--- config.mk ---
export PLATFORM = sky130hd
export DESIGN_NAME = asf_framer
export DESIGN_NICKNAME = d
export VERILOG_FILES = /design/src/design/asf_pkg.sv /design/src/design/asf_framer.sv /design/src/design/asf_lane_enc.sv
export VERILOG_INCLUDE_DIRS = /design/src /design/src/design
export SDC_FILE = /design/constraint.sdc
export NUM_CORES = 1
export LEC_CHECK = 0
export ABC_AREA = 1
export BUFFER_PORTS_ARGS = -buffer_cell sky130_fd_sc_hd__buf_2
export CORE_ASPECT_RATIO = 1.75
export CORE_MARGIN = 3
export CORE_UTILIZATION = 33
export DETAILED_ROUTE_END_ITERATION = 10
export PLACE_DENSITY = 0.47
export SYNTH_ARGS = -nofsm -noshare
export SYNTH_HDL_FRONTEND = slang
export SYNTH_HIERARCHICAL = 1
export SYNTH_SLANG_ARGS = --single-unit
--- constraint.sdc ---
create_clock -name mclk -period 11.1 [get_ports mclk]
set_input_delay 1.11 -clock mclk [delete_from_list [all_inputs] [get_ports mclk]]
set_output_delay 1.11 -clock mclk [all_outputs]
set_load 0.01 [all_outputs]
--- src/design/asf_cfg.svh ---
// Constants of the serial lane framer: timing counts, pin fields, code values
`ifndef ASF_CFG_SVH
`define ASF_CFG_SVH

// ----------------------------------------------------------------------------
// Clock and widths
// ----------------------------------------------------------------------------
`define ASF_CLK_PERIOD_NS 50
`define ASF_SAMPLE_BITS   14
`define ASF_WORD_BITS     16
`define ASF_PAD_BITS      2
`define ASF_BUF_DEPTH     2

// ----------------------------------------------------------------------------
// Sync request latencies in sample clocks
// ----------------------------------------------------------------------------
`define ASF_SYNC_ON_LAT   9
`define ASF_SYNC_OFF_LAT  8
`define ASF_T_CLK_INT_PS  10500

// ----------------------------------------------------------------------------
// Wake-up times and derived counts (longest times, rounded down)
// ----------------------------------------------------------------------------
`define ASF_T_WAKE_FULL_US 50
`define ASF_T_WAKE_SOFT_US 10
`define ASF_T_WAKE_CLK_US  5
`define ASF_WAKE_W         10
`define ASF_WAKE_FULL_CYC  ((`ASF_T_WAKE_FULL_US * 1000) / `ASF_CLK_PERIOD_NS)
`define ASF_WAKE_SOFT_CYC  ((`ASF_T_WAKE_SOFT_US * 1000) / `ASF_CLK_PERIOD_NS)
`define ASF_WAKE_CLK_CYC   ((`ASF_T_WAKE_CLK_US * 1000) / `ASF_CLK_PERIOD_NS)

// ----------------------------------------------------------------------------
// Pin vector fields and reset value
// ----------------------------------------------------------------------------
`define ASF_PIN_W       5
`define ASF_PIN_SYNC_N  4
`define ASF_PIN_DUAL    3
`define ASF_PIN_PD_FULL 2
`define ASF_PIN_PD_FAST 1
`define ASF_PIN_PD_SOFT 0
`define ASF_PIN_RESET   5'h10

// ----------------------------------------------------------------------------
// Code groups
// ----------------------------------------------------------------------------
`define ASF_K28_5_OCTET 8'hBC
`define ASF_K28_5_NEG   10'h0FA
`define ASF_K28_5_POS   10'h305

`endif

--- src/design/asf_pkg.sv ---
// Types shared by the serial lane framer modules
package asf_pkg;

   // -------------------------------------------------------------------------
   // Types
   // -------------------------------------------------------------------------
   typedef enum logic [1:0] {
      ST_WAKE = 2'b00,
      ST_RUN  = 2'b01,
      ST_OCT2 = 2'b10
   } asf_state_type;

   typedef struct packed {
      logic [7:0] hi;
      logic [7:0] lo;
   } asf_octets_type;

   typedef struct packed {
      logic       k;
      logic [7:0] octet;
   } asf_sym_type;

endpackage

--- src/design/asf_framer.sv ---
// Serial lane framer: pads samples, splits octets, inserts K28.5 on sync
//
// Function
// - Each 14-bit sample is widened to 16 bits with zeros below its LSB.
// - Octet one is the eight upper bits, octet two the six low bits then two zeros.
// - Single-lane mode sends both octets on lane 0, dual-lane one on each lane.
// - Single-lane mode is in force after reset until dual-lane is selected.
// - While sync is requested, sample data is replaced by K28.5 code groups.
// - K28.5 reaches the lanes nine clocks after the falling sync edge is latched.
// - The sync pin is sampled on mclk through three synchroniser stages and taken once two agree.
// - Valid data resumes about 50 us after complete or fast power-down ends.
// - Valid data resumes about 10 us after software power-down ends.
// - Valid data resumes about 5 us after the sample clock restarts.
// - Normal data returns eight clocks after the sync request is released.
`timescale 1ns/1ns
`include "asf_cfg.svh"
module asf_framer
   import asf_pkg::*;
(
   // Clock and reset
   input  wire logic                        mclk,
   input  wire logic                        rst_n,
   // Sample source
   input  wire logic [`ASF_SAMPLE_BITS-1:0] sample_in,
   input  wire logic                        sample_valid,
   output logic                             sample_ready,
   // Pins
   input  wire logic                        sync_n,
   input  wire logic                        dual_lane,
   input  wire logic                        pd_full,
   input  wire logic                        pd_fast,
   input  wire logic                        pd_soft,
   // Clock monitor
   input  wire logic                        clk_restart,
   // Lanes
   output logic [9:0]                       lane0_code,
   output logic [9:0]                       lane1_code,
   output logic [1:0]                       lane_valid,
   output logic                             lane_k,
   input  wire logic                        lane_ready
);

   // -------------------------------------------------------------------------
   // Declarations
   // -------------------------------------------------------------------------
   logic [`ASF_PIN_W-1:0]        pin_s1;
   logic [`ASF_PIN_W-1:0]        pin_s2;
   logic [`ASF_PIN_W-1:0]        pin_s3;
   logic [`ASF_PIN_W-1:0]        pin_act;
   logic                         sync_req;
   logic                         dual_act;
   logic                         pd_any;
   logic [`ASF_SYNC_ON_LAT-2:0]  hist;
   logic                         k_sel;
   logic                         pd_prev;
   logic                         pd_long;
   logic [`ASF_WAKE_W-1:0]       wake_cnt;
   asf_state_type                st;
   asf_state_type                next_st;
   logic [`ASF_SAMPLE_BITS-1:0]  mem [`ASF_BUF_DEPTH];
   logic                         wr_ptr;
   logic                         rd_ptr;
   logic [1:0]                   cnt;
   logic [1:0]                   next_cnt;
   logic                         push;
   logic                         pop;
   logic                         adv;
   logic                         halt;
   logic [1:0]                   next_lv;
   asf_sym_type                  next_sym0;
   asf_sym_type                  next_sym1;
   asf_octets_type               head;

   function automatic asf_octets_type build_octets(input logic [`ASF_SAMPLE_BITS-1:0] s);
      logic [`ASF_WORD_BITS-1:0] word;
      asf_octets_type            oct;
      word   = {s, {`ASF_PAD_BITS{1'b0}}};
      oct.hi = word[15:8];
      oct.lo = word[7:0];
      return oct;
   endfunction

   // -------------------------------------------------------------------------
   // Pin synchronisers
   // -------------------------------------------------------------------------
   // A pin change counts only once stages two and three agree
   always_ff @(posedge mclk or negedge rst_n) begin
      if (!rst_n) begin
         pin_s1  <= `ASF_PIN_RESET;
         pin_s2  <= `ASF_PIN_RESET;
         pin_s3  <= `ASF_PIN_RESET;
         pin_act <= `ASF_PIN_RESET;
      end else begin
         pin_s1  <= {sync_n, dual_lane, pd_full, pd_fast, pd_soft};
         pin_s2  <= pin_s1;
         pin_s3  <= pin_s2;
         pin_act <= (pin_act & (pin_s2 ^ pin_s3)) | (pin_s2 & ~(pin_s2 ^ pin_s3));
      end
   end

   assign sync_req = ~pin_act[`ASF_PIN_SYNC_N];
   assign dual_act = pin_act[`ASF_PIN_DUAL];
   assign pd_any   = pin_act[`ASF_PIN_PD_FULL] | pin_act[`ASF_PIN_PD_FAST] |
                     pin_act[`ASF_PIN_PD_SOFT];

   // -------------------------------------------------------------------------
   // Sync latency line
   // -------------------------------------------------------------------------
   // Asymmetric taps give nine clocks to enter and eight to leave
   always_ff @(posedge mclk or negedge rst_n) begin
      if (!rst_n) begin
         hist <= '0;
      end else begin
         hist <= {hist[`ASF_SYNC_ON_LAT-3:0], sync_req};
      end
   end

   assign k_sel = hist[`ASF_SYNC_ON_LAT-2] & hist[`ASF_SYNC_OFF_LAT-2];

   // -------------------------------------------------------------------------
   // Wake-up timing
   // -------------------------------------------------------------------------
   always_ff @(posedge mclk or negedge rst_n) begin
      if (!rst_n) begin
         pd_prev  <= 1'b0;
         pd_long  <= 1'b0;
         wake_cnt <= '0;
      end else begin
         pd_prev <= pd_any;
         if (pd_any) begin
            pd_long  <= pin_act[`ASF_PIN_PD_FULL] | pin_act[`ASF_PIN_PD_FAST];
            wake_cnt <= '0;
         end else if (pd_prev) begin
            wake_cnt <= pd_long ? `ASF_WAKE_W'(`ASF_WAKE_FULL_CYC)
                                : `ASF_WAKE_W'(`ASF_WAKE_SOFT_CYC);
         end else if (clk_restart) begin
            wake_cnt <= `ASF_WAKE_W'(`ASF_WAKE_CLK_CYC);
         end else if (wake_cnt != '0) begin
            wake_cnt <= wake_cnt - `ASF_WAKE_W'(1);
         end
      end
   end

   assign halt = pd_any | pd_prev | clk_restart | (wake_cnt != '0);

   // -------------------------------------------------------------------------
   // Two-entry sample buffer
   // -------------------------------------------------------------------------
   assign push     = sample_valid & sample_ready;
   assign next_cnt = cnt + {1'b0, push} - {1'b0, pop & adv};
   assign head     = build_octets(mem[rd_ptr]);

   always_ff @(posedge mclk or negedge rst_n) begin
      if (!rst_n) begin
         wr_ptr       <= 1'b0;
         rd_ptr       <= 1'b0;
         cnt          <= 2'h0;
         sample_ready <= 1'b1;
      end else begin
         wr_ptr       <= wr_ptr ^ push;
         rd_ptr       <= rd_ptr ^ (pop & adv);
         cnt          <= next_cnt;
         sample_ready <= (next_cnt != 2'h2);
      end
   end

   // Data storage carries no reset
   always_ff @(posedge mclk) begin
      if (push) begin
         mem[wr_ptr] <= sample_in;
      end
   end

   // -------------------------------------------------------------------------
   // Symbol selection
   // -------------------------------------------------------------------------
   // A held word on the lanes blocks the next one and is dropped only by a power-down or clock-restart halt
   assign adv = (st != ST_WAKE) && !halt && !((|lane_valid) && !lane_ready);

   always_comb begin
      next_sym0 = '{k: 1'b1, octet: `ASF_K28_5_OCTET};
      next_sym1 = '{k: 1'b1, octet: `ASF_K28_5_OCTET};
      next_lv   = 2'b00;
      pop       = 1'b0;
      next_st   = ST_RUN;
      if (k_sel) begin
         // Sample data is discarded while the receiver realigns
         next_lv = dual_act ? 2'b11 : 2'b01;
         pop     = (cnt != 2'h0);
      end else if (st == ST_OCT2) begin
         next_sym0 = '{k: 1'b0, octet: head.lo};
         next_lv   = 2'b01;
         pop       = 1'b1;
      end else if (cnt != 2'h0) begin
         next_sym0 = '{k: 1'b0, octet: head.hi};
         next_sym1 = '{k: 1'b0, octet: head.lo};
         if (dual_act) begin
            next_lv = 2'b11;
            pop     = 1'b1;
         end else begin
            next_lv = 2'b01;
            next_st = ST_OCT2;
         end
      end
   end

   // -------------------------------------------------------------------------
   // State and lane flags
   // -------------------------------------------------------------------------
   always_ff @(posedge mclk or negedge rst_n) begin
      if (!rst_n) begin
         st <= ST_RUN;
      end else if (halt) begin
         st <= ST_WAKE;
      end else begin
         case (st)
            ST_WAKE: begin
               st <= ST_RUN;
            end
            ST_RUN, ST_OCT2: begin
               if (adv) begin
                  st <= next_st;
               end
            end
            default: begin
               st <= ST_RUN;
            end
         endcase
      end
   end

   always_ff @(posedge mclk or negedge rst_n) begin
      if (!rst_n) begin
         lane_valid <= 2'b00;
         lane_k     <= 1'b0;
      end else if (halt) begin
         lane_valid <= 2'b00;
         lane_k     <= 1'b0;
      end else if (adv) begin
         lane_valid <= next_lv;
         lane_k     <= k_sel;
      end else if (lane_ready) begin
         lane_valid <= 2'b00;
      end
   end

   // -------------------------------------------------------------------------
   // Lane encoders
   // -------------------------------------------------------------------------
   asf_lane_enc u_enc0 (
      .mclk (mclk),
      .rst_n(rst_n),
      .load (adv & next_lv[0]),
      .sym  (next_sym0),
      .code (lane0_code)
   );

   asf_lane_enc u_enc1 (
      .mclk (mclk),
      .rst_n(rst_n),
      .load (adv & next_lv[1]),
      .sym  (next_sym1),
      .code (lane1_code)
   );

   // -------------------------------------------------------------------------
   // Checks
   // -------------------------------------------------------------------------
   octet_pack_a: assert property (@(posedge mclk) disable iff (!rst_n)
      adv && !k_sel && st == ST_RUN && cnt != 2'h0 |->
         next_sym0.octet == {mem[rd_ptr][13:6]} &&
         next_sym1.octet == {mem[rd_ptr][5:0], 2'b00})
      else $error("sample octets packed wrongly");

   single_split_a: assert property (@(posedge mclk) disable iff (!rst_n)
      adv && !k_sel && !dual_act && st == ST_RUN && cnt != 2'h0 && !halt
         |=> st == ST_OCT2 && lane_valid == 2'b01)
      else $error("single lane did not split sample");

   lane1_use_a: assert property (@(posedge mclk) disable iff (!rst_n)
      lane_valid[1] |-> $past(dual_act))
      else $error("second lane used in single-lane mode");

   k_start_a: assert property (@(posedge mclk) disable iff (!rst_n)
      ($rose(sync_req) && !halt && lane_ready && st != ST_WAKE) ##1
         (sync_req && !halt && lane_ready && st != ST_WAKE)[*8] |=> lane_k && lane_valid[0])
      else $error("K28.5 not on lane nine clocks after sync");

   k_stop_a: assert property (@(posedge mclk) disable iff (!rst_n)
      ($fell(sync_req) && k_sel && !halt && lane_ready) ##1
         (!sync_req && !halt && lane_ready)[*7] |=> !lane_k)
      else $error("data not back eight clocks after sync release");

   k_code_a: assert property (@(posedge mclk) disable iff (!rst_n)
      lane_k && lane_valid[0] |->
         lane0_code == `ASF_K28_5_NEG || lane0_code == `ASF_K28_5_POS)
      else $error("sync period carries non K28.5 code");

   sync_capture_a: assert property (@(posedge mclk) disable iff (!rst_n)
      pin_s2[`ASF_PIN_SYNC_N] == pin_s3[`ASF_PIN_SYNC_N] |=>
         pin_act[`ASF_PIN_SYNC_N] == $past(pin_s2[`ASF_PIN_SYNC_N]))
      else $error("sync pin level not taken when stable");

   wake_long_a: assert property (@(posedge mclk) disable iff (!rst_n)
      $fell(pd_any) && pd_long |=> wake_cnt == 10'd1000)
      else $error("long power-down wake count wrong");

   wake_soft_a: assert property (@(posedge mclk) disable iff (!rst_n)
      $fell(pd_any) && !pd_long |=> wake_cnt == 10'd200)
      else $error("software power-down wake count wrong");

   wake_clk_a: assert property (@(posedge mclk) disable iff (!rst_n)
      !pd_any && !pd_prev && clk_restart |=> wake_cnt == 10'd100 ##1 lane_valid == 2'b00)
      else $error("clock restart wake count wrong");

endmodule // asf_framer

--- src/design/asf_lane_enc.sv ---
// One lane's 8b10b encoder with running disparity and a registered code
`timescale 1ns/1ns
`include "asf_cfg.svh"
module asf_lane_enc
   import asf_pkg::*;
(
   // Clock and reset
   input  wire logic        mclk,
   input  wire logic        rst_n,
   // Symbol in
   input  wire logic        load,
   input  wire asf_sym_type sym,
   // Code out, bit 9 sent first
   output logic [9:0]       code
);

   // -------------------------------------------------------------------------
   // Tables for negative running disparity
   // -------------------------------------------------------------------------
   localparam logic [5:0] TAB6 [32] = '{
      6'h27, 6'h1D, 6'h2D, 6'h31, 6'h35, 6'h29, 6'h19, 6'h38,
      6'h39, 6'h25, 6'h15, 6'h34, 6'h0D, 6'h2C, 6'h1C, 6'h17,
      6'h1B, 6'h23, 6'h13, 6'h32, 6'h0B, 6'h2A, 6'h1A, 6'h3A,
      6'h33, 6'h26, 6'h16, 6'h36, 6'h0E, 6'h2E, 6'h1E, 6'h2B};
   localparam logic [3:0] TAB4 [8] = '{
      4'hB, 4'h9, 4'h5, 4'hC, 4'hD, 4'hA, 4'h6, 4'hE};

   logic       rd;
   logic [9:0] next_code;
   logic       next_rd;
   logic [4:0] x;
   logic [2:0] y;
   logic [5:0] c6;
   logic [3:0] c4;
   logic       rd6;
   logic       alt7;

   // -------------------------------------------------------------------------
   // Encoding
   // -------------------------------------------------------------------------
   always_comb begin
      x    = sym.octet[4:0];
      y    = sym.octet[7:5];
      c6   = TAB6[x];
      rd6  = ($countones(c6) == 3) ? rd : ~rd;
      if (rd && (($countones(c6) != 3) || (x == 5'h07))) begin
         c6 = ~c6;
      end
      // Alternate x.7 avoids a run of five equal bits
      alt7 = (y == 3'h7) && ((!rd6 && (x == 5'h11 || x == 5'h12 || x == 5'h14)) ||
                             (rd6 && (x == 5'h0B || x == 5'h0D || x == 5'h0E)));
      c4   = alt7 ? 4'h7 : TAB4[y];
      next_rd = ($countones(c4) == 2) ? rd6 : ~rd6;
      if (rd6 && (($countones(c4) != 2) || (y == 3'h3))) begin
         c4 = ~c4;
      end
      next_code = {c6, c4};
      if (sym.k) begin
         next_code = rd ? `ASF_K28_5_POS : `ASF_K28_5_NEG;
         next_rd   = ~rd;
      end
   end

   always_ff @(posedge mclk or negedge rst_n) begin
      if (!rst_n) begin
         code <= `ASF_K28_5_NEG;
         rd   <= 1'b0;
      end else if (load) begin
         code <= next_code;
         rd   <= next_rd;
      end
   end

   // -------------------------------------------------------------------------
   // Checks
   // -------------------------------------------------------------------------
   disparity_track_a: assert property (@(posedge mclk) disable iff (!rst_n)
      load |=> ($countones(code) inside {4, 5, 6}) &&
               (($countones(code) == 4) == $past(rd) || $countones(code) == 5))
      else $error("code group breaks running disparity");

endmodule // asf_lane_enc

# == Yosys cells after proc, flatten, opt, wreduce, memory -nomap -nowiden ==
# Memories as Yosys holds them, arrays and structs flattened.
# Index checks and enable logic that the tools add are counted.
# op_classes
add_sub_neg,19
magnitude_cmp,4
n_eq_ne,30
n_mux,57
n_bitwise,30
n_reduce_logical,40
# ops
operator,n
$add A32 B32 Y32,6
$eq A32 B3 Y1 const B,4
$ne A32 B3 Y1 const B,4
$mux W10,9
$mux W9,6
$mux W6,6
$mux W4,8
$eq A5 B4 Y1 const B,6
$eq A5 B5 Y1 const B,6
$mux W2,14
$add A1 B1 Y2,10
$logic_or A1 B1 Y1,14
$mux W1,14
$logic_and A1 B1 Y1,13
$ge A6 B6 Y1 const B,2
$not A5 Y6,2
$not A6 Y6,2
$and A5 B5 Y5,2
$eq A5 B3 Y1 const B,2
$reduce_bool A10 Y1,1
$sub A10 B1 Y10 const B,1
$ge A4 B4 Y1 const B,2
$not A3 Y4,2
$not A4 Y4,2
other kinds (20),42
# totals
ff_bits,72
mem_bits_rw,28
rom_bits,448
in_bits,24
out_inout_bits,24
word_cells,204
n_memories,5
# memory_table
memory,depth,word_bits,rd,rd_clocked_by_memory_dff,wr,line_no,source
(no name shown),32,6,1,0,0,asf_lane_enc.sv:44,c6 = TAB6[x];
(no name shown),32,6,1,0,0,asf_lane_enc.sv:44,
(no name shown),8,4,1,0,0,asf_lane_enc.sv:52,c4 = alt7 ? 4'h7 : TAB4[y];
(no name shown),8,4,1,0,0,asf_lane_enc.sv:52,
mem,2,14,1,0,1,asf_framer.sv:60,logic [`ASF_SAMPLE_BITS-1:0] mem [`ASF_BUF_DEPTH];

# == Depth between registers and ports, before layout ==
# Gate-level depths: netlist (run 1).
# logic_depth
depth_word,25
ltp_mapped,42
ltp_nobuf,41

# == By module ==
# Netlist (run 1), hierarchy kept.
# modules_own_cells
mod,n_inst,cells_each,area_per_inst_um2,seq_area_each_um2
asf_framer,1,274,3141.8,2099.5
asf_lane_enc (u_enc1),1,205,1358.8,282.8
asf_lane_enc (u_enc0),1,206,1335.0,282.8

# == Worst setup path after synthesis (run 1) ==
# Ideal clock, no wire load.
# synth_timing
kind,reg-to-reg
start,register st[0]
end,register u_enc0.code[0]
setup_time_ns,0.117
t_arrival_ns,6.364
t_required_ns,10.983
slack_ns,4.619
path_stages_with_launch,42
synth_period_minus_slack_ns,6.481
cell_sequence,dfstp_2 inv_1 ha_1 inv_1 nand2_1 nor2_1 inv_1 a21oi_1 inv_1 ha_1 nor2_1 a22oi_1 nand3b_1 nand2_1 fa_1 inv_1 fa_1 inv_1 (+6 left out) nand2_1 nand2_1 nand3_2 nand2_1 inv_1 fa_1 inv_1 ha_1 ha_1 inv_1 nor3_1 inv_1 o21ai_2 inv_1 nand3_1 nand3_1 nand2_1 nand2_1
# synth_lines
item,line_no,source
from (decl),asf_framer.sv:58,asf_state_type st;
from (signal assigned),asf_framer.sv:222,st <= next_st;
to (signal assigned),asf_lane_enc.sv:66,code <= `ASF_K28_5_NEG;
to (signal assigned),asf_lane_enc.sv:69,code <= next_code;
to (decl),asf_lane_enc.sv:14,output logic [9:0] code

==> results of run 1 <==
## power by group
part | switching [mW] | internal (mW) | total, mW
clock network | 0.163 | 0.163 | 0.325
registers | 0.0142 | 0.424 | 0.438
logic | 0.679 | 0.359 | 1.04
## cell usage after synthesis (2+ instances only)
cell	n	area [um^2]
nand3_2	2	20.0
nor3_1	6	30.0
nor2_4	3	33.8
edfxtp_1	28	841
o21ai_2	2	17.5
mux2i_1	7	70.1
inv_2	7	26.3
buf_6	6	67.6
o21ai_0	31	155
xor2_1	5	43.8
o21ai_1	8	40.0
a22oi_1	5	37.5
clkinv_1	3	11.3
fa_1	8	160
dfstp_2	18	473
nor2_2	3	18.8
dfrtp_1	54	1350
maj3_1	5	50.1
buf_2	2	10.0
o211ai_1	5	37.5
a21oi_1	20	100
a32oi_1	5	43.8
nor2_8	2	40.0
inv_1	93	349
inv_4	4	25.0
nand3b_1	2	15.0
nand2_4	2	22.5
nand4_1	7	43.8
ha_1	30	375
xnor2_1	3	26.3
nor2_1	46	173
nand2_2	12	75.1
a21oi_2	2	17.5
nand3_1	49	245
nand2_1	190	713
## registers in the layout (all words and copies together) (netlist names), 2 cells and up, named ones only
name / flops
st: 2
u_enc0/code: 10
lane_valid: 2
u_enc1/code: 10
cnt: 2
pin_s2: 5
pin_s3: 5
mem: 28
hist: 8
pin_s1: 5
wake_cnt: 10
## placed cells by master, fill, tap and decap left out, types with 2 or more instances in the layout
| cell type | Yosys | final |
|---|---|---|
| nand2_1 | 190 | 190 |
| inv_1 | 93 | 93 |
| dfrtp_1 | 54 | 54 |
| nand3_1 | 49 | 49 |
| nor2_1 | 46 | 46 |
| buf_2 | 2 | 46 |
| o21ai_0 | 31 | 31 |
| ha_1 | 30 | 30 |
| edfxtp_1 | 28 | 28 |
| a21oi_1 | 20 | 20 |
| dfstp_2 | 18 | 18 |
| nand2_2 | 12 | 12 |
| conb_1 | 1 | 12 |
| clkbuf_16 | 0 | 9 |
| o21ai_1 | 8 | 8 |
| fa_1 | 8 | 8 |
| nand4_1 | 7 | 7 |
| mux2i_1 | 7 | 7 |
| inv_2 | 7 | 7 |
| nor3_1 | 6 | 6 |
| a32oi_1 | 5 | 5 |
| xor2_1 | 5 | 5 |
| o211ai_1 | 5 | 5 |
| maj3_1 | 5 | 5 |
| a22oi_1 | 5 | 5 |
| clkinv_8 | 0 | 4 |
| inv_4 | 4 | 4 |
| nor2_4 | 3 | 3 |
| nor2_2 | 3 | 3 |
| xnor2_1 | 3 | 3 |
| buf_4 | 1 | 3 |
| clkinv_1 | 3 | 3 |
| nand3_2 | 2 | 2 |
| nand2_4 | 2 | 2 |
| nor2_8 | 2 | 2 |
| a21oi_2 | 2 | 2 |
| nand3b_1 | 2 | 2 |
| o21ai_2 | 2 | 2 |
## area by class of cell
class,instances,area [um^2],area share (%)
clock inverter,7,93.8,1.41
multi-input combinational,479,2710,40.8
inverter,107,412,6.20
timing repair buffer,49,253,3.80
tap,227,284,4.27
sequential,100,2670,40.1
clock buffer,9,225,3.39
## metal layers
layer	routed length [um]	GRT usage (%)	share of wire, %
met1	5260	16.1	39
met2	7550	28.2	55
met3	380	2.45	2.8
met4	408	7.17	3.0
met5	13	0	0.095
## through the flow
step                      instances  hold slack (ps)  setup slack (ps)  area [um^2]  util (%)
after floorplan                 696              331              4620         5880         -
after global placement          962              335              3540         6320      36.8
after detailed placement        962              335              3200         6320      36.8
after CTS                       978              355              3200         6640      38.7
after global routing            978              362              2430         6640      38.7
final                           978              352              3220         6640      38.7
## path summary, 6_finish.rpt
check | startpoint | endpoint | cells past startpoint
worst min register to register | pin_s1[1] | pin_s2[1] | 0
min in group asynchronous | rst_n | hist[5] | 1
max in group asynchronous | rst_n | u_enc1/rd | 1
worst min-delay path | pin_s1[1] | pin_s2[1] | 0
worst max-delay path | st[0] | u_enc0/code[0] | 41
worst max register to register | st[0] | u_enc0/code[0] | 41
## cell families after synthesis
kind of cell               Yosys count  synth area share, %
and+or+nand+nor                    327                 25.0
buffers and inverters              117                 8.58
DFF                                100                 45.7
AOI/OAI and AO/OA                   82                 8.21
adders and majority gates           43                 10.0
xor gates and xnor gates             8                 1.20
muxes                                7                 1.20
other                                1               0.0643
==> impl_metrics.tcl, run 1 <==
set metrics [dict create \
    leading_register_cell_type_out_of_synthesis "dfrtp_1" \
    remaining_drc_errors 0 \
    totalNegativeSetupSlack_ps 0 \
    cp.arrival_ps 8140 \
    dieWidth_um 107 \
    cts_resized 0 \
    drt_pass1_iterations 5 \
    critPathMaxStageDelay_ps 590 \
    wire_per_inst_um 13.9 \
    cts_htree_levels 3 \
    num-fill-cells 1840 \
    setup.reg_to_reg.worst_slack_ps 3220 \
    diode_insertion_count_for_antenna_repair 0 \
    buffers_inserted_by_post_cts_timing_repair 0 \
    number_of_global_route_vias_before_repair 4804 \
    cellLeakagePower_nw 3.37 \
    worst_slew_margin_rel_pct 39.1 \
    cts.sinks 100 \
    initial_core_utilization_pct 34.0 \
    cellPowerDensity_mw_per_mm2 271 \
    synth_edf_count 28 \
    grt_pass1_wl_um 23300 \
    worstMarginPinSlew_ps 914 \
    finalCriticalPeriod_ps 7880 \
    timing.max_cap.violations 0 \
    critical-path-top-cell-by-count "inv_1" \
    routed_via_density 4.70 \
    worst_hold_path_type "reg2reg" \
    max-clock-path-buffers 2 \
    synth_sequential_area_ratio_pct 45.7 \
    ys_async_sr_fraction_pct 72.0 \
    clock_slew_at_the_register_clock_pins_of_the_worst_setup_and_hold_paths_ps 90 \
    synthesis.instances 685 \
    globalRouteOverflowTotal 0 \
    rows 63 \
    vias 4592 \
    period_share_pct 71.0 \
    endpoint_kind "register" \
    drt_iter0_drc 143 \
    io_pins 48 \
    antenna_violations_before_repair 1 \
    cts_hold_buf 0 \
    report.final.setup_viol 0 \
    final_max_slew_viol_count 0 \
    mappedNetlistArea_mm2 0.00584 \
    dp.final_hpwl_um 10700 \
    synth_area_per_cell_um2 8.52 \
    grt_max_degree 73 \
    cts_tree "done" \
    run_status "completed" \
    clock-skew-final_ps 18.2 \
    totalPowerFinal_mw 1.80 \
    finalHoldViolations 0 \
    layout-area-overhead-vs-synth_pct 13.9 \
    rsz_0062_raised_after_global_routing "false" \
    worst-endpoint-required_ps 11350 \
    critical_path.slowest_cell "nor2_1" \
    cts-buffers-inserted 9 \
    type_of_the_setup_path_with_the_least_slack "reg2reg" \
    final_net_count 808 \
    critical_path_peak_fanout 11 \
    power.ir.vdd_worst_mv 0.155 \
    antenna_violating_nets_post_route 0 \
    ctsRootBufferMaster "clkbuf_16" \
    synth_cell_types 45 \
    fmaxAchievable_ghz 0.127 \
    ys_ff_latch 100 \
    core_region_area_mm2 0.0172 \
    path_buf_inv 13 \
    skew_pair_late_insertion_delay_ps 350 \
    postRouteWirelength_um 13600 \
    globalplace.congestion 0.849 \
    yosys_warnings 6 \
    critPathLaunchType "register" \
    grt.total_usage_pct 15.1 \
    dieHeight_um 182 \
    die_area_mm2 0.0194 \
    layout-drive-gt1-share_pct 16.4 \
    placement.io_buffers 47 \
    critical-path-top-delay-family "adder cells" \
]
(Power assumes the default switching activity.)
==> run 2, diff against run 1 <==
==> constraint.sdc (replaced) <==
create_clock -name mclk -period 7.9 [get_ports mclk]
set_input_delay 0.79 -clock mclk [delete_from_list [all_inputs] [get_ports mclk]]
set_output_delay 0.79 -clock mclk [all_outputs]
set_load 0.01 [all_outputs]
==> run 2 against run 1 <==
Sequential share of layout area shrank 0.18 points. Cell count grew 0.31%. Setup slack lost 2500 ps. Highest routed layer unchanged. Hold slack about the same. Wire length up 1.5%. Count of clock-buffer cells in the layout is the same. Total power rose by 43%.
==> impl_metrics.tcl, run 2 (synthesis results as in run 1) <==
set metrics [dict create \
    rsz_0062_raised_after_global_routing "false" \
    core_region_area_mm2 0.0172 \
    drt_pass1_iterations 4 \
    largest_register "mem" \
    cp.arrival_ps 7440 \
    placement.cell_area_mm2 0.00635 \
    layout.cells.most_common_list "190 x nand2_1, 93 x inv_1, 54 x dfrtp_1" \
    drt_iter0_drc 165 \
    grt_pass1_wl_um 23100 \
    min_from "hist[2]" \
    critPathMaxStageDelay_ps 550 \
    io_pins 48 \
    totalNegativeSetupSlack_ps 0 \
    postRouteWirelength_um 13800 \
    remaining_drc_errors 0 \
    cellPowerDensity_mw_per_mm2 386 \
    vias 4693 \
    timing.hold.worst_endpoint "hist[3]" \
    initial_core_utilization_pct 34.0 \
    setup.reg_to_reg.worst_slack_ps 710 \
    cellLeakagePower_nw 3.38 \
    final_util_pct 38.8 \
    grt.total_usage_pct 14.8 \
    worst_slew_margin_rel_pct 39.0 \
    worst-endpoint-required_ps 8150 \
    clock-skew-final_ps 11.0 \
    run_status "completed" \
    period_share_pct 91.1 \
    critical_path.slowest_cell "fa_1" \
    fmaxAchievable_ghz 0.139 \
    ctsRootBufferMaster "clkbuf_16" \
    number_of_global_route_vias_before_repair 4929 \
    layout-area-overhead-vs-synth_pct 14.4 \
    dieHeight_um 182 \
    diode_insertion_count_for_antenna_repair 0 \
    post-place-ws_ps 727 \
    rows 63 \
    mostFrequentLayoutCell "nand2_1" \
    skew_pair_late_insertion_delay_ps 350 \
    final_net_count 811 \
    critPathLaunchType "register" \
    routed_via_density 4.78 \
    report.final.setup_viol 0 \
    globalRouteOverflowTotal 0 \
    final_design_area_no_fill_mm2 0.00667 \
    placement.io_buffers 47 \
    r2r-start "st[0]" \
    worst_hold_path_type "reg2reg" \
    max-clock-path-buffers 2 \
    antenna_violating_nets_post_route 0 \
    post-place-cells 965 \
    fin_worst_hold_slack_ps 352 \
    power.ir.vdd_worst_mv 0.252 \
    largest_register_ffs 28 \
    wire_per_inst_um 14.1 \
    worstMarginPinSlew_ps 915 \
    post_route_non_filler_standard_cell_count 981 \
    final_max_slew_viol_count 0 \
    layout-drive-gt1-share_pct 16.8 \
    path_buf_inv 15 \
    finalHoldViolations 0 \
    globalplace.congestion 0.891 \
    cts_htree_levels 3 \
    cts_hold_buf 0 \
    whs_path_depth 0 \
    die_area_mm2 0.0194 \
    finalCriticalPeriod_ps 7190 \
    final_critical_path_setup_slack_ps 705 \
    critical-path-top-cell-by-count "inv_1" \
    cts.sinks 100 \
    totalPowerFinal_mw 2.58 \
    critical_path_peak_fanout 11 \
    timing.rr.end "u_enc0/code[0]" \
    dp.final_hpwl_um 10800 \
    clock_slew_at_the_register_clock_pins_of_the_worst_setup_and_hold_paths_ps 80 \
    timing.max_cap.violations 0 \
    endpoint_kind "register" \
    grt_max_degree 73 \
    critical-path-top-delay-family "adder cells" \
    dieWidth_um 107 \
    reg2reg_depth 43 \
    cts-buffers-inserted 9 \
    antenna_violations_before_repair 1 \
    cts_tree "done" \
    type_of_the_setup_path_with_the_least_slack "reg2reg" \
]
run 2: cell types whose count changed in the layout (fill, tap and decap cells not counted), sizes merged:
cell	before	now
buf	49	52
run 2: layer usage:
metal,vias up,track usage [%],wire (um)
met5,-,0,13
met2,79,28.3,7470
met4,2,6.35,502
met1,2264,15.9,5430
met3,32,2.31,401
li1,2316,-,-
run 2: final cells by class:
class                   count  area (um^2)
flip-flops and latches    100         2670
multi-input cells         479         2720
clock inverters             7         91.3
repair buffers             52          275
well taps                 227          284
inverters                 107          412
fillers                  1799        10500
clock buffers               9          225
run 2: timing repair:
item	in CTS	in global routing
setup endpoints to repair	0	1
resized for setup	0	3
setup buffers	0	0
run 2: how the worst max path moves through the flow:
stage	startpoint	endpoint	cells after the start
floorplan	st[0]	u_enc0/code[0]	41
global route	st[0]	u_enc0/code[3]	43
CTS	st[0]	u_enc0/code[2]	41
detailed placement	st[0]	u_enc0/code[2]	41
finish	st[0]	u_enc0/code[0]	43
global placement	st[0]	u_enc0/code[2]	41
run 2: power breakdown:
part | switching (mW) | leakage [nW] | internal, mW
clock network | 0.223 | 0.152 | 0.228
registers | 0.0198 | 1.12 | 0.595
logic | 0.985 | 2.11 | 0.524
==> run 3, diff against run 2 <==
--- a/config.mk
+++ b/config.mk
@@ -8,7 +8,6 @@
 export LEC_CHECK = 0
 export ABC_AREA = 1
 export BUFFER_PORTS_ARGS = -buffer_cell sky130_fd_sc_hd__buf_2
-export CORE_ASPECT_RATIO = 1.75
 export CORE_MARGIN = 3
 export CORE_UTILIZATION = 33
 export DETAILED_ROUTE_END_ITERATION = 10
==> constraint.sdc (replaced) <==
create_clock -name mclk -period 9.1 [get_ports mclk]
set_input_delay 0.91 -clock mclk [delete_from_list [all_inputs] [get_ports mclk]]
set_output_delay 0.91 -clock mclk [all_outputs]
set_load 0.01 [all_outputs]
==> run 3 against run 2 <==
Total power fell by 15%. Fmax fell by 3.1%. Clock skew decreased by 1.6 ps. Via count is 3.3% lower. Non-clock buffer count shrank 2. Critical endpoint unchanged. Wire length down 5.0%. Hold slack got worse by 1.2 ps. Sequential power down 13%. Die area decreased by 0.33%. Register-to-register slack gained 970 ps.
==> impl_metrics.tcl, run 3 (synthesis results as in run 1) <==
set metrics [dict create \
    layout.cells.most_common_list "190 x nand2_1, 93 x inv_1, 54 x dfrtp_1" \
    rsz_0062_raised_after_global_routing "false" \
    worst_hold_path_type "reg2reg" \
    critical-path-top-cell-by-count "inv_1" \
    initial_core_utilization_pct 34.5 \
    clock_slew_at_the_register_clock_pins_of_the_worst_setup_and_hold_paths_ps 80 \
    drt_pass1_iterations 5 \
    placement.cell_area_mm2 0.00632 \
    final_critical_path_setup_slack_ps 1680 \
    grt_pass1_wl_um 21900 \
    skew_pair_late_insertion_delay_ps 360 \
    final_util_pct 39.1 \
    finalCriticalPeriod_ps 7420 \
    ctsRootBufferMaster "clkbuf_16" \
    post-place-cells 956 \
    number_of_global_route_vias_before_repair 4472 \
    cellPowerDensity_mw_per_mm2 332 \
    largest_register_ffs 28 \
    totalNegativeSetupSlack_ps 0 \
    grt.total_usage_pct 13.9 \
    layout-area-overhead-vs-synth_pct 13.6 \
    timing.max_cap.violations 0 \
    fin_worst_hold_slack_ps 351 \
    wire_per_inst_um 13.5 \
    critical_path.slowest_cell "fa_1" \
    report.final.setup_viol 0 \
    critPathLaunchType "register" \
    dieHeight_um 139 \
    dieWidth_um 139 \
    worstMarginPinSlew_ps 898 \
    worst-endpoint-required_ps 9350 \
    cp.arrival_ps 7670 \
    final_design_area_no_fill_mm2 0.00663 \
    power.ir.vdd_worst_mv 0.201 \
    post_route_non_filler_standard_cell_count 972 \
    largest_register "mem" \
    cts_tree "done" \
    num-fill-cells 1755 \
    cts-buffers-inserted 9 \
    core_region_area_mm2 0.0169 \
    io_pins 48 \
    endpoint_kind "register" \
    globalplace.congestion 0.817 \
    mostFrequentLayoutCell "nand2_1" \
    drt_iter0_drc 238 \
    max-clock-path-buffers 2 \
    globalRouteOverflowTotal 0 \
    dp.final_hpwl_um 10100 \
    totalPowerFinal_mw 2.20 \
    worst_slew_margin_rel_pct 40.1 \
    grt_max_degree 73 \
    routed_via_density 4.67 \
    vias 4536 \
    diode_insertion_count_for_antenna_repair 0 \
    fmaxAchievable_ghz 0.135 \
    run_status "completed" \
    type_of_the_setup_path_with_the_least_slack "reg2reg" \
    antenna_violating_nets_post_route 0 \
    antenna_violations_before_repair 0 \
    final_net_count 809 \
    cts_resized 0 \
    layout-drive-gt1-share_pct 16.5 \
    cellLeakagePower_nw 3.37 \
    critPathMaxStageDelay_ps 550 \
    cts.sinks 100 \
    cts_hold_buf 0 \
    period_share_pct 81.5 \
    finalHoldViolations 0 \
    post-place-ws_ps 1730 \
    buffers_inserted_by_post_cts_timing_repair 0 \
    clock-skew-final_ps 9.39 \
    die_area_mm2 0.0193 \
    postRouteWirelength_um 13100 \
    placement.io_buffers 47 \
    cts_htree_levels 3 \
    remaining_drc_errors 0 \
    final_max_slew_viol_count 0 \
    rows 47 \
    critical_path_peak_fanout 11 \
]
-- run 3: worst max-delay path: cells and delay by family, from the launching register on --
kind,cells,cell delay [ps]
AO/OA/AOI/OAI,3,850
adder cells (fa/ha/maj),9,3080
buffers and inverters,12,1110
flip-flops,1,520
AND/OR/NAND/NOR,16,1750
-- run 3: report_power, final --
| part | total [mW] | leakage (nW) | internal (mW) | switching (mW) |
|---|---|---|---|---|
| Combinational | 1.28 | 2.10 | 0.444 | 0.832 |
| Clock | 0.389 | 0.146 | 0.201 | 0.188 |
| Sequential | 0.535 | 1.12 | 0.517 | 0.0179 |
-- run 3: area by class of cell --
type	instances	area [um^2]	share of cell area (%)
clock inverters	6	63.8	0.963
repair buffers	50	260	3.93
flip-flops and latches	100	2670	40.2
inverters	107	412	6.21
clock buffers	10	239	3.61
well taps	220	275	4.15
multi-input cells	479	2710	40.9
-- run 3: final timing paths --
| path | startpoint | end | slack, ps | cells past startpoint |
|---|---|---|---|---|
| min in group asynchronous | rst_n | u_enc0/code[2] | 680 | 1 |
| worst max-delay path | st[0] | u_enc0/code[0] | 1680 | 40 |
| worst min-delay path | pin_s1[1] | pin_s2[1] | 350 | 0 |
| worst min register to register | pin_s1[1] | pin_s2[1] | 350 | 0 |
| worst max register to register | st[0] | u_enc0/code[0] | 1680 | 40 |
| max in group asynchronous | rst_n | rd_ptr | 7840 | 1 |
-- run 3: layer usage --
| layer | vias to the layer above | global-route usage, % | wire [um] |
|---|---|---|---|
| met5 | - | 0 | 0 |
| met4 | 0 | 3.50 | 148 |
| met3 | 11 | 3.52 | 462 |
| met2 | 63 | 22.2 | 6140 |
| met1 | 2148 | 19.0 | 6370 |
| li1 | 2314 | - | - |
